$ cat src/dsr_pkg.sv
// constants, field positions and state codes of the core control registers
// assumes one 100 MHz device clock shared by every file of the block
package dsr_pkg;
   // register offsets on the access port
   localparam logic [7:0] ADDR_BUS_ADDRESS_SELECT = 8'h00;
   localparam logic [7:0] ADDR_RESET_AND_BACKCHANNEL = 8'h01;
   localparam logic [7:0] ADDR_OUTPUT_OVERRIDE_CONFIG = 8'h02;
   // bus_address_select fields
   localparam int ADDR_SRC_BIT = 0;
   localparam int ADDR_MSB = 7;
   localparam int ADDR_LSB = 1;
   localparam logic ADDR_SRC_RST = 1'b0;
   // reset_and_backchannel fields
   localparam int RC_ON_BIT = 2;
   localparam int FULL_RST_BIT = 1;
   localparam int LOGIC_RST_BIT = 0;
   localparam logic RC_ON_RST = 1'b1;
   // output_override_config fields, bits 7 to 4 kept in a 4-bit store
   localparam int OE_VAL_BIT = 7;
   localparam int OVR_BIT = 6;
   localparam int FALLBACK_BIT = 5;
   localparam int IDLE_BIT = 4;
   localparam int CFG_LSB = 4;
   localparam logic [3:0] CFG_RST = 4'h0;
   // value shown when the override is off
   localparam logic OVR_DEFAULT = 1'b1;
   localparam logic [7:0] RDATA_NONE = 8'h00;
   // soft reset hold time
   localparam int CLK_PERIOD_NS = 10;
   localparam int RST_HOLD_NS = 20;
   localparam int RST_HOLD_CYC_INT = (RST_HOLD_NS + CLK_PERIOD_NS - 1) / CLK_PERIOD_NS;
   localparam logic [3:0] RST_HOLD_CYC = 4'(RST_HOLD_CYC_INT);
   // soft reset sequencer states
   typedef enum logic [2:0] {
      DSR_SEQ_IDLE = 3'b001,
      DSR_SEQ_FULL = 3'b010,
      DSR_SEQ_LOGIC = 3'b100
   } dsr_seq_t;
endpackage

$ cat src/dsr_rst_if.sv
// soft reset request and status lines between register bank and sequencer
// assumes both ends run on the same device clock
`timescale 1ns/1ps
interface dsr_rst_if;
   logic start_full;
   logic start_logic;
   logic full_active;
   logic logic_active;
   modport ctl (output start_full, output start_logic, input full_active, input logic_active);
   modport seq (input start_full, input start_logic, output full_active, output logic_active);
endinterface

$ cat src/dsr_core_regs.sv
// core control register bank: bus address, back channel, soft resets, output overrides
// assumes the bus target front end hands over decoded one-cycle register accesses
// and that pass-through bits and lock come from logic on the same clock
`timescale 1ns/1ps
// Operation
// - address bits 7..1 hold own bus address, defaulting to strap value.
// - bit 0 picks strap address (0) or written address (1).
// - back channel bit resets to 1; remote writes cannot clear it.
// - back channel stops only if its bit and both pass-through bits are low.
// - writing 1 to bit 1 resets the whole logic including registers.
// - on full soft reset the strap address keeps its first sampled value; the strap is not sampled again.
// - writing 1 to bit 0 resets logic but keeps registers; self-clears.
// - soft resets leave address register and reset bits 4:3, 1:0 untouched.
// - bit 7 is output enable override value; without override enable is 1.
// - bit 6 makes bits 7 and 4 replace their defaults.
// - bit 5 with lock lost routes the oscillator clock to pixel clock.
// - bit 4 is idle state override value; without override it is 1.
// - no field is latched or read-to-clear; reads have no side effect.
module dsr_core_regs (
   input wire logic clk_i,
   input wire logic rstn_i,
   input wire logic [6:0] address_strap_pin_i,
   input wire logic req_i,
   input wire logic wr_i,
   input wire logic remote_i,
   input wire logic [7:0] addr_i,
   input wire logic [7:0] wdata_i,
   input wire logic pass_through_a_i,
   input wire logic pass_through_b_i,
   input wire logic lock_i,
   output logic [7:0] rdata_o,
   output logic ack_o,
   output logic [6:0] own_bus_address_o,
   output logic return_channel_active_o,
   output logic soft_reset_o,
   output logic output_enable_o,
   output logic idle_state_choice_o,
   output logic fallback_clock_sel_o
);
   import dsr_pkg::*;

   dsr_rst_if rst ();

   logic [6:0] strap_s1_reg;
   logic [6:0] strap_s2_reg;
   logic [1:0] strap_vld_reg;
   logic [1:0] strap_vld_next;
   logic strap_done_reg;
   logic strap_done_next;
   logic [6:0] strap_orig_reg;
   logic [6:0] strap_orig_next;
   logic [6:0] addr_reg;
   logic [6:0] addr_next;
   logic src_sel_reg;
   logic src_sel_next;
   logic rc_on_reg;
   logic rc_on_next;
   logic [3:0] cfg_reg;
   logic [3:0] cfg_next;
   logic start_full_reg;
   logic start_full_next;
   logic start_logic_reg;
   logic start_logic_next;
   logic [7:0] rdata_next;
   logic [6:0] own_addr_next;
   logic rc_act_next;
   logic soft_rst_next;
   logic oe_next;
   logic idle_next;
   logic fb_next;
   logic wr_addr;
   logic wr_rst;
   logic wr_cfg;
   logic seq_idle;

   dsr_rst_seq u_seq (
      .clk_i(clk_i),
      .rstn_i(rstn_i),
      .rst(rst.seq)
   );

   assign rst.start_full = start_full_reg;
   assign rst.start_logic = start_logic_reg;

   // write strobes per register
   assign wr_addr = req_i && wr_i && (addr_i == ADDR_BUS_ADDRESS_SELECT);
   assign wr_rst = req_i && wr_i && (addr_i == ADDR_RESET_AND_BACKCHANNEL);
   assign wr_cfg = req_i && wr_i && (addr_i == ADDR_OUTPUT_OVERRIDE_CONFIG);
   assign seq_idle = !rst.full_active && !rst.logic_active && !start_full_reg && !start_logic_reg;

   // strap synchroniser, only the second stage is read
   always_ff @(posedge clk_i or negedge rstn_i) begin
      if (!rstn_i) begin
         strap_s1_reg <= 7'h00;
         strap_s2_reg <= 7'h00;
      end else begin
         strap_s1_reg <= address_strap_pin_i;
         strap_s2_reg <= strap_s1_reg;
      end
   end

   // register next values
   always_comb begin
      strap_vld_next = {strap_vld_reg[0], 1'b1};
      strap_done_next = strap_done_reg;
      strap_orig_next = strap_orig_reg;
      addr_next = addr_reg;
      src_sel_next = src_sel_reg;
      rc_on_next = rc_on_reg;
      cfg_next = cfg_reg;
      start_full_next = 1'b0;
      start_logic_next = 1'b0;
      // strap caught once after release, never again by soft resets
      if (strap_vld_reg[1] && !strap_done_reg) begin
         strap_done_next = 1'b1;
         strap_orig_next = strap_s2_reg;
         addr_next = strap_s2_reg;
      end else if (wr_addr) begin
         // soft resets never touch this register
         addr_next = wdata_i[ADDR_MSB:ADDR_LSB];
         src_sel_next = wdata_i[ADDR_SRC_BIT];
      end
      // back channel bit
      if (rst.full_active) begin
         rc_on_next = RC_ON_RST;
      end else if (wr_rst) begin
         if (remote_i) begin
            rc_on_next = rc_on_reg | wdata_i[RC_ON_BIT];
         end else begin
            rc_on_next = wdata_i[RC_ON_BIT];
         end
      end
      // self-clearing triggers, accepted while the sequencer is idle
      if (wr_rst && seq_idle) begin
         start_full_next = wdata_i[FULL_RST_BIT];
         start_logic_next = wdata_i[LOGIC_RST_BIT];
      end
      // override config: full reset clears it, logic-only reset keeps it
      if (rst.full_active) begin
         cfg_next = CFG_RST;
      end else if (wr_cfg) begin
         cfg_next = wdata_i[OE_VAL_BIT:CFG_LSB];
      end
   end

   // read mux: plain fields only, reads have no side effect here
   always_comb begin
      rdata_next = RDATA_NONE;
      if (req_i && !wr_i) begin
         case (addr_i)
            ADDR_BUS_ADDRESS_SELECT: begin
               rdata_next = {addr_reg, src_sel_reg};
            end
            ADDR_RESET_AND_BACKCHANNEL: begin
               rdata_next[RC_ON_BIT] = rc_on_reg;
               rdata_next[FULL_RST_BIT] = start_full_reg | rst.full_active;
               rdata_next[LOGIC_RST_BIT] = start_logic_reg | rst.logic_active;
            end
            ADDR_OUTPUT_OVERRIDE_CONFIG: begin
               rdata_next = {cfg_reg, 4'h0};
            end
            default: begin
               rdata_next = RDATA_NONE;
            end
         endcase
      end
   end

   // output next values
   always_comb begin
      own_addr_next = src_sel_reg ? addr_reg : strap_orig_reg;
      rc_act_next = rc_on_reg | pass_through_a_i | pass_through_b_i;
      soft_rst_next = rst.full_active | rst.logic_active;
      oe_next = cfg_reg[OVR_BIT - CFG_LSB] ? cfg_reg[OE_VAL_BIT - CFG_LSB] : OVR_DEFAULT;
      idle_next = cfg_reg[OVR_BIT - CFG_LSB] ? cfg_reg[IDLE_BIT - CFG_LSB] : OVR_DEFAULT;
      fb_next = cfg_reg[FALLBACK_BIT - CFG_LSB] && !lock_i;
   end

   // registers and outputs
   always_ff @(posedge clk_i or negedge rstn_i) begin
      if (!rstn_i) begin
         strap_vld_reg <= 2'h0;
         strap_done_reg <= 1'b0;
         strap_orig_reg <= 7'h00;
         addr_reg <= 7'h00;
         src_sel_reg <= ADDR_SRC_RST;
         rc_on_reg <= RC_ON_RST;
         cfg_reg <= CFG_RST;
         start_full_reg <= 1'b0;
         start_logic_reg <= 1'b0;
         rdata_o <= RDATA_NONE;
         ack_o <= 1'b0;
         own_bus_address_o <= 7'h00;
         return_channel_active_o <= RC_ON_RST;
         soft_reset_o <= 1'b0;
         output_enable_o <= OVR_DEFAULT;
         idle_state_choice_o <= OVR_DEFAULT;
         fallback_clock_sel_o <= 1'b0;
      end else begin
         strap_vld_reg <= strap_vld_next;
         strap_done_reg <= strap_done_next;
         strap_orig_reg <= strap_orig_next;
         addr_reg <= addr_next;
         src_sel_reg <= src_sel_next;
         rc_on_reg <= rc_on_next;
         cfg_reg <= cfg_next;
         start_full_reg <= start_full_next;
         start_logic_reg <= start_logic_next;
         rdata_o <= rdata_next;
         ack_o <= req_i;
         own_bus_address_o <= own_addr_next;
         return_channel_active_o <= rc_act_next;
         soft_reset_o <= soft_rst_next;
         output_enable_o <= oe_next;
         idle_state_choice_o <= idle_next;
         fallback_clock_sel_o <= fb_next;
      end
   end
endmodule

$ cat src/dsr_rst_seq.sv
// soft reset sequencer: holds a full or logic-only reset for a fixed time
// assumes start pulses last one cycle; a start while busy is dropped
`timescale 1ns/1ps
module dsr_rst_seq (
   input wire logic clk_i,
   input wire logic rstn_i,
   dsr_rst_if.seq rst
);
   import dsr_pkg::*;

   dsr_seq_t state_reg;
   dsr_seq_t state_next;
   logic [3:0] cnt_reg;
   logic [3:0] cnt_next;

   // next state: full reset wins when both are asked at once
   always_comb begin
      state_next = state_reg;
      cnt_next = cnt_reg;
      case (state_reg)
         DSR_SEQ_IDLE: begin
            cnt_next = 4'h0;
            if (rst.start_full) begin
               state_next = DSR_SEQ_FULL;
            end else if (rst.start_logic) begin
               state_next = DSR_SEQ_LOGIC;
            end
         end
         DSR_SEQ_FULL, DSR_SEQ_LOGIC: begin
            cnt_next = cnt_reg + 4'h1;
            if (cnt_reg == RST_HOLD_CYC - 4'h1) begin
               state_next = DSR_SEQ_IDLE;
            end
         end
         default: begin
            state_next = DSR_SEQ_IDLE;
            cnt_next = 4'h0;
         end
      endcase
   end

   // state registers
   always_ff @(posedge clk_i or negedge rstn_i) begin
      if (!rstn_i) begin
         state_reg <= DSR_SEQ_IDLE;
         cnt_reg <= 4'h0;
      end else begin
         state_reg <= state_next;
         cnt_reg <= cnt_next;
      end
   end

   // active flags decoded from the one-hot state
   assign rst.full_active = (state_reg == DSR_SEQ_FULL);
   assign rst.logic_active = (state_reg == DSR_SEQ_LOGIC);
endmodule

$ cat config.mk
export PLATFORM = sky130hd
export DESIGN_NAME = dsr_core_regs
export DESIGN_NICKNAME = d
export VERILOG_FILES = /design/src/dsr_pkg.sv /design/src/dsr_rst_if.sv /design/src/dsr_core_regs.sv /design/src/dsr_rst_seq.sv
export SDC_FILE = /design/constraint.sdc
export NUM_CORES = 1
export LEC_CHECK = 0
export CAP_MARGIN = 40
export CORE_AREA = 8 8 88 67
export CTS_CLUSTER_SIZE = 28
export DETAILED_ROUTE_END_ITERATION = 7
export DIE_AREA = 0 0 96 75
export DONT_BUFFER_PORTS = 1
export PLACE_DENSITY = 0.74
export SLEW_MARGIN = 20
export SYNTH_ARGS = -nofsm -noshare
export SYNTH_HDL_FRONTEND = slang
export SYNTH_SLANG_ARGS = --single-unit
$ cat constraint.sdc
create_clock -name clk_i -period 3.37 [get_ports clk_i]
set_clock_uncertainty 0.15 [all_clocks]
set_input_delay 0.8425 -clock clk_i [delete_from_list [all_inputs] [get_ports clk_i]]
set_output_delay 0.8425 -clock clk_i [all_outputs]
set_load 0.005 [all_outputs]
# Word-level counts from Yosys, hierarchy flattened
# Index checks and enable logic that the tools add are counted.
[op_classes]
n_addsub = 1
eq_ne = 8
n_mux = 20
bitwise_logic = 7
n_reduce_logical = 25
[ops]
columns = ["op", "count"]
rows = [
  ["7-bit 2-to-1 mux", 3],
  ["4-bit 2-to-1 mux", 3],
  ["3-bit one-hot mux with 2 select lines", 2],
  ["1-bit logical AND", 11],
  ["5-bit one-hot mux with 2 select lines", 1],
  ["3-bit 2-to-1 mux", 3],
  ["8-bit by 1-bit == test with 1-bit output, second input constant", 1],
  ["8-bit by 2-bit == test with 1-bit output, second input constant", 1],
  ["8-bit zero test", 1],
  ["8-bit 2-to-1 mux", 1],
  ["1-bit zero test", 7],
  ["1-bit 2-to-1 mux", 7],
  ["1-bit bitwise OR", 6],
  ["2-bit nonzero test", 3],
  ["4-bit by 1-bit adder with 4-bit output, second input constant", 1],
  ["4-bit by 1-bit == test with 1-bit output, second input constant", 1],
  ["2-bit AND reduction", 2],
  ["3-bit by 1-bit == test with 1-bit output, second input constant", 1],
  ["3-bit by 2-bit == test with 1-bit output, second input constant", 1],
  ["3-bit == test, second input constant", 1],
  ["3-bit != test, second input constant", 1],
  ["2-bit by 1-bit != test with 1-bit output, second input constant", 1],
  ["2-bit OR reduction", 1],
  ["1-bit inverter", 1],
]
[word_totals]
register_bits = 67
in_bits = 31
output_inout_bits = 21
word_cells = 82

# Depth between registers and ports, before layout
[depth]
word_depth = 7
mapped_depth = 5
mapped_depth_nobuf = 4

# Hierarchy
# A second synthesis with hierarchy kept.
[hier_totals]
hier_cells = 212
area_unflattened_um2 = 2678.8
[by_module_without_submodules]
columns = ["module", "n_inst", "cells_each", "area_per_inst_um2", "seq_area_each_um2"]
rows = [
  ["dsr_core_regs", 1, 175, 2301.0, 1506.4],
  ["dsr_rst_seq", 1, 37, 377.9, 176.4],
]

# Worst setup path after synthesis
# Ideal clock, no wire load.
[synth_path]
path_kind = "input -> register"
from = "in addr_i[0]"
to = "reg addr_reg[0]"
t_arrival_ps = 1808
required_ps = 3095
setup_slack_ps = 1287
cell_stages = 4
path_buffers = 1
cell_sequence = "buf_6 nor4_4 nand4_4 mux2_2"
[synth_via]
elab_chain_len = 3
[synth_rtl]
columns = ["item", "line_no", "text"]
rows = [
  ["start, declared", "dsr_core_regs.sv:26", "input wire logic [7:0] addr_i,"],
  ["8-bit zero test", "dsr_core_regs.sv:86", "assign wr_addr = req_i && wr_i && (addr_i == ADDR_BUS_ADDRESS_SELECT);"],
  ["1-bit logical AND", "dsr_core_regs.sv:86", ""],
  ["2-bit nonzero test (no line)", "n/a", ""],
  ["end signal, assigned", "dsr_core_regs.sv:203", "addr_reg <= addr_next;"],
  ["end, declared", "dsr_core_regs.sv:52", "logic [6:0] addr_reg;"],
]
# Every way passes these cells.
# A chain may end at the register's enable or synchronous reset.

# Worst setup path in the final report
[layout_path]
from = "reg strap_done_reg"
to = "reg addr_reg[5]"
[layout_via]
elab_chain_len = 3
elab_cells_between_ends = 4
classes_between = "mux (1); reduce/logical (3)"
[layout_rtl]
columns = ["item", "line_no", "text"]
rows = [
  ["start, declared", "dsr_core_regs.sv:48", "logic strap_done_reg;"],
  ["start signal, assigned", "dsr_core_regs.sv:201", "strap_done_reg <= strap_done_next;"],
  ["1-bit zero test (*)", "dsr_core_regs.sv:114", "if (strap_vld_reg[1] && !strap_done_reg) begin"],
  ["1-bit logical AND (*)", "dsr_core_regs.sv:114", ""],
  ["7-bit 2-to-1 mux or 2-bit nonzero test (tied branches)", "n/a", ""],
]
# Every way passes the cells marked *; elsewhere a longest branch is shown, timed or not.

==> summary.md <==
| Metric | Value |
|---|---|
| Via Count | `1,372` |
| P_int | `roughly 1.2 mW` |
| Compound-Gate Fraction of Synth Area | `under 10%` |
| Worst path slowest cell | `nand2b_1` |
| Setup-failing EPs final | `0` |
| Commonest non-fill, non-tap cell in the layout | `dfrtp_1` |
| Min cycle time layout | `about 1.9 ns` |
| Crit path arrival time | `1.96 ns` |
| Cell Area, Synth | `roughly 2600 µm²` |
| Layout cells sized above 1 | `between 20% and 30%` |
| All-Layer GR Usage | `~14%` |
| Post-place instance area | `between 2000 and 3000 µm²` |
| Crit Path Category | `reg -> reg` |
| Largest net degree at the start of global routing | `68` |
| Hold Buf Count CTS | `0` |
| Most frequent cells in the layout | `dfrtp_1 (62), mux2_2 (29), nor2_1 (16)` |
| Die area | `7200 µm²` |
| # rows | `21` |
| Synth top area share | `roughly three fifths` |
| Most frequent CP cell | `mux2_2` |
| Initial Utilization | `a little under three fifths` |
| Die width | `around 96 µm` |
| Sw frac | `a little over a fifth` |
| Port Buf Inserts | `0` |
| CTS Root Cell | `clkbuf_8` |
| PD cells | `approximately 550 nW/µm²` |
| Max FFs per register | `8` |
| CP endpoint kind | `flop` |
| CTS tree | `yes` |
| Total gr overflow | `0` |
| Clock power frac | `40.1%` |
| Routed vias/inst | `5.53` |
| Antenna violations before repair | `0` |
| Static Leak | `~1.3 nW` |
| Slew HR | `48.8%` |
| Reg2reg start | `strap_done_reg$_DFFE_PN0P_` |
| Clock-pin slew on the worst setup and hold paths | `about 0.07 ns` |
| ANT nets after route | `0` |
| Synth Instances | `183` |
| Post-CTS Setup Bufs | `0` |
| Peak Freq | `about 530 MHz` |
| Simple-gate share of the synthesized area | `around 13%` |
| Largest family of logic cells by synthesized area | `multiplexers` |
| Mapped Nets | `216` |
| Slew Limit Fails | `0` |
| HP Class | `in -> async` |
| Tcrit/Tclk final | `between 50% and 60%` |
| Antenna cells | `0` |
| Most flops, register | `rdata_o` |
| CP cell instances | `nand2b_1, mux2_2, mux2_2` |
| Reg area | `approximately 1700 µm²` |
| Avg Inst Size Synth | `around 14 µm²` |
| Worst IR Drop VDD | `between 0.3 and 0.4 mV` |
| Routed WL per cell | `roughly 19 µm` |
| Post-synthesis xor/xnor area fraction | `under 10%` |
| Slew @ Worst Pin | `about 0.77 ns` |
| Total negative setup slack | `0 ns` |
| Adder-cell share of the synthesized area | `less than 1%` |
| Design area | `2820 µm²` |
| Drt total wl | `between 4000 and 5000 µm` |
| Top post-synthesis cells by area | `dfrtp_1 (60%), mux2_2 (13%), dfstp_2 (5.0%)` |
| Dpl hpwl | `between 3000 and 4000 µm` |
| Setup crit start | `strap_done_reg$_DFFE_PN0P_` |
| # fillers | `approximately 350` |
| Post-synthesis sequential area ratio | `64.6%` |
| CTS H-tree depth | `3` |
| Crit path launch type | `flop` |
| Area occupied by multi-input gates | `between 800 and 900 µm²` |
| P_sw | `around 330 µW` |
| Area leader, netlist | `dfrtp_1` |
| Ports | `52` |
| Post-synthesis register bit count | `67` |
| First-pass GRT wire length | `around 7300 µm` |
| Mux cell area share after synthesis | `between 10% and 20%` |
| Clock sinks | `67` |
| Vias in the first global route | `between 1,000 and 1,500` |
| Critical Path Max Stage Delay | `~0.6 ns` |
| Cts bufs inserted | `9` |
| Clock Tree Buf Depth | `2` |
| Drt first pass iters | `4` |
| 1st-iter DRT viols | `62` |
| Final Hold Vio Count | `0` |
| Flop pwr share | `between 50 and 60%` |
| Final Wtd Congestion | `roughly 0.76` |
| Resized Gates After CTS | `0` |
| Chip height | `75 µm` |
| Core area | `about 4500 µm²` |
| Drc violations | `0` |
| Status | `finished, final reports clean` |
| Worst-Skew Late Latency | `0.34 ns` |
| Fin nets | `between 200 and 250` |
| RSZ-0062 raised after global routing | `false` |
| Combinational share of power | `under 10%` |
| Area grow syn2layout | `8.31%` |
| Crit path max fanout | `15` |
| Yosys warnings | `0` |
| CP required | `about 3.5 ns` |
| Max-cap violations | `0` |
| Yosys cell types | `38` |
[stage by stage]
| stage | worst slack (ns) | hold slack (ns) | instances | power (mW) | utilization [%] |
|---|---|---|---|---|---|
| 2_1_floorplan | 1.29 | 0.181 | 183 | 0.934 | - |
| 3_3_place_gp | 1.22 | 0.183 | 232 | 0.945 | 57.8 |
| 3_5_place_dp | 1.19 | 0.185 | 232 | 0.949 | 57.8 |
| 4_1_cts | 1.48 | 0.0267 | 248 | 1.58 | 62.0 |
| 5_1_grt | 1.42 | 0.0193 | 248 | 1.62 | 62.0 |
| 6_report | 1.49 | 0.0466 | 248 | 1.56 | 62.0 |
[cells in the mapped netlist]
cell and instances:
a211oi_1 2, a21o_1 1, a21oi_1 1, a22o_1 1
a311oi_1 1, a31oi_1 1, and3b_2 1, buf_2 3
buf_4 1, buf_6 1, clkbuf_1 1, clkbuf_2 2
conb_1 1, dfrtp_1 62, dfstp_2 5, ha_1 2
inv_1 4, mux2_2 29, mux2i_1 9, nand2_1 10
nand2b_1 3, nand3_1 3, nand3b_1 1, nand4_1 2
nand4_4 1, nor2_1 16, nor2b_1 2, nor3_1 1
nor3b_1 1, nor4_4 1, nor4b_1 3, nor4b_4 1
nor4bb_1 2, or2_2 2, or3_1 1, or3b_1 2
xnor2_1 2, xor2_1 1
[metal layers]
metal,vias up,part of all wire [%],GRT usage (%)
met5,-,0,0
met4,0,1.4,5.09
met3,7,13,9.26
met2,55,45,20.5
met1,675,41,16.2
li1,635,-,-
[power groups by stage]
stage / clock [mW] / sequential, mW / combinational (mW)
3_3_place_gp: 0 / 0.889 / 0.0558
4_1_cts: 0.643 / 0.877 / 0.0591
6_report: 0.625 / 0.876 / 0.0583
2_1_floorplan: 0 / 0.878 / 0.0555
5_1_grt: 0.679 / 0.881 / 0.0643
3_5_place_dp: 0 / 0.891 / 0.0575
[cells by family (layout without fill, tap and decap cells)]
family / after synthesis / count (layout)
simple gates: 53 / 53
compound gates: 7 / 7
fa+ha+maj: 2 / 2
xor+xnor: 3 / 3
buf+inv: 12 / 20
other cells: 1 / 1
mux: 38 / 38
flops: 67 / 67
[critical path: cells and delay by family (launching register included)]
kind             cells  cell delay, ns
muxes                2            0.68
DFF                  1            0.33
and+or+nand+nor      1            0.60
[layout make-up]
| class | count | share of cell area [%] |
|---|---|---|
| inverter | 4 | 0.532 |
| clock inverter | 7 | 2.44 |
| multi-input combinational | 104 | 30.4 |
| tap | 57 | 2.53 |
| clock buffer | 9 | 4.39 |
| sequential | 67 | 59.7 |
[worst paths after layout]
path / cells past startpoint / to / slack [ns]
worst max register to register: 3 / addr_reg[5]$_DFFE_PN0P_ / 1.49
worst max-delay path: 3 / addr_reg[5]$_DFFE_PN0P_ / 1.49
worst min-delay path: 0 / own_bus_address_o[3]$_DFF_PN0_ / 0.05
worst min register to register: 0 / strap_s2_reg[4]$_DFF_PN0_ / 0.20
max in group asynchronous: 0 / idle_state_choice_o$_DFF_PN1_ / 2.83
min in group clk_i: 0 / strap_s2_reg[4]$_DFF_PN0_ / 0.20
No activity file was read; power rests on OpenSTA's default activity.
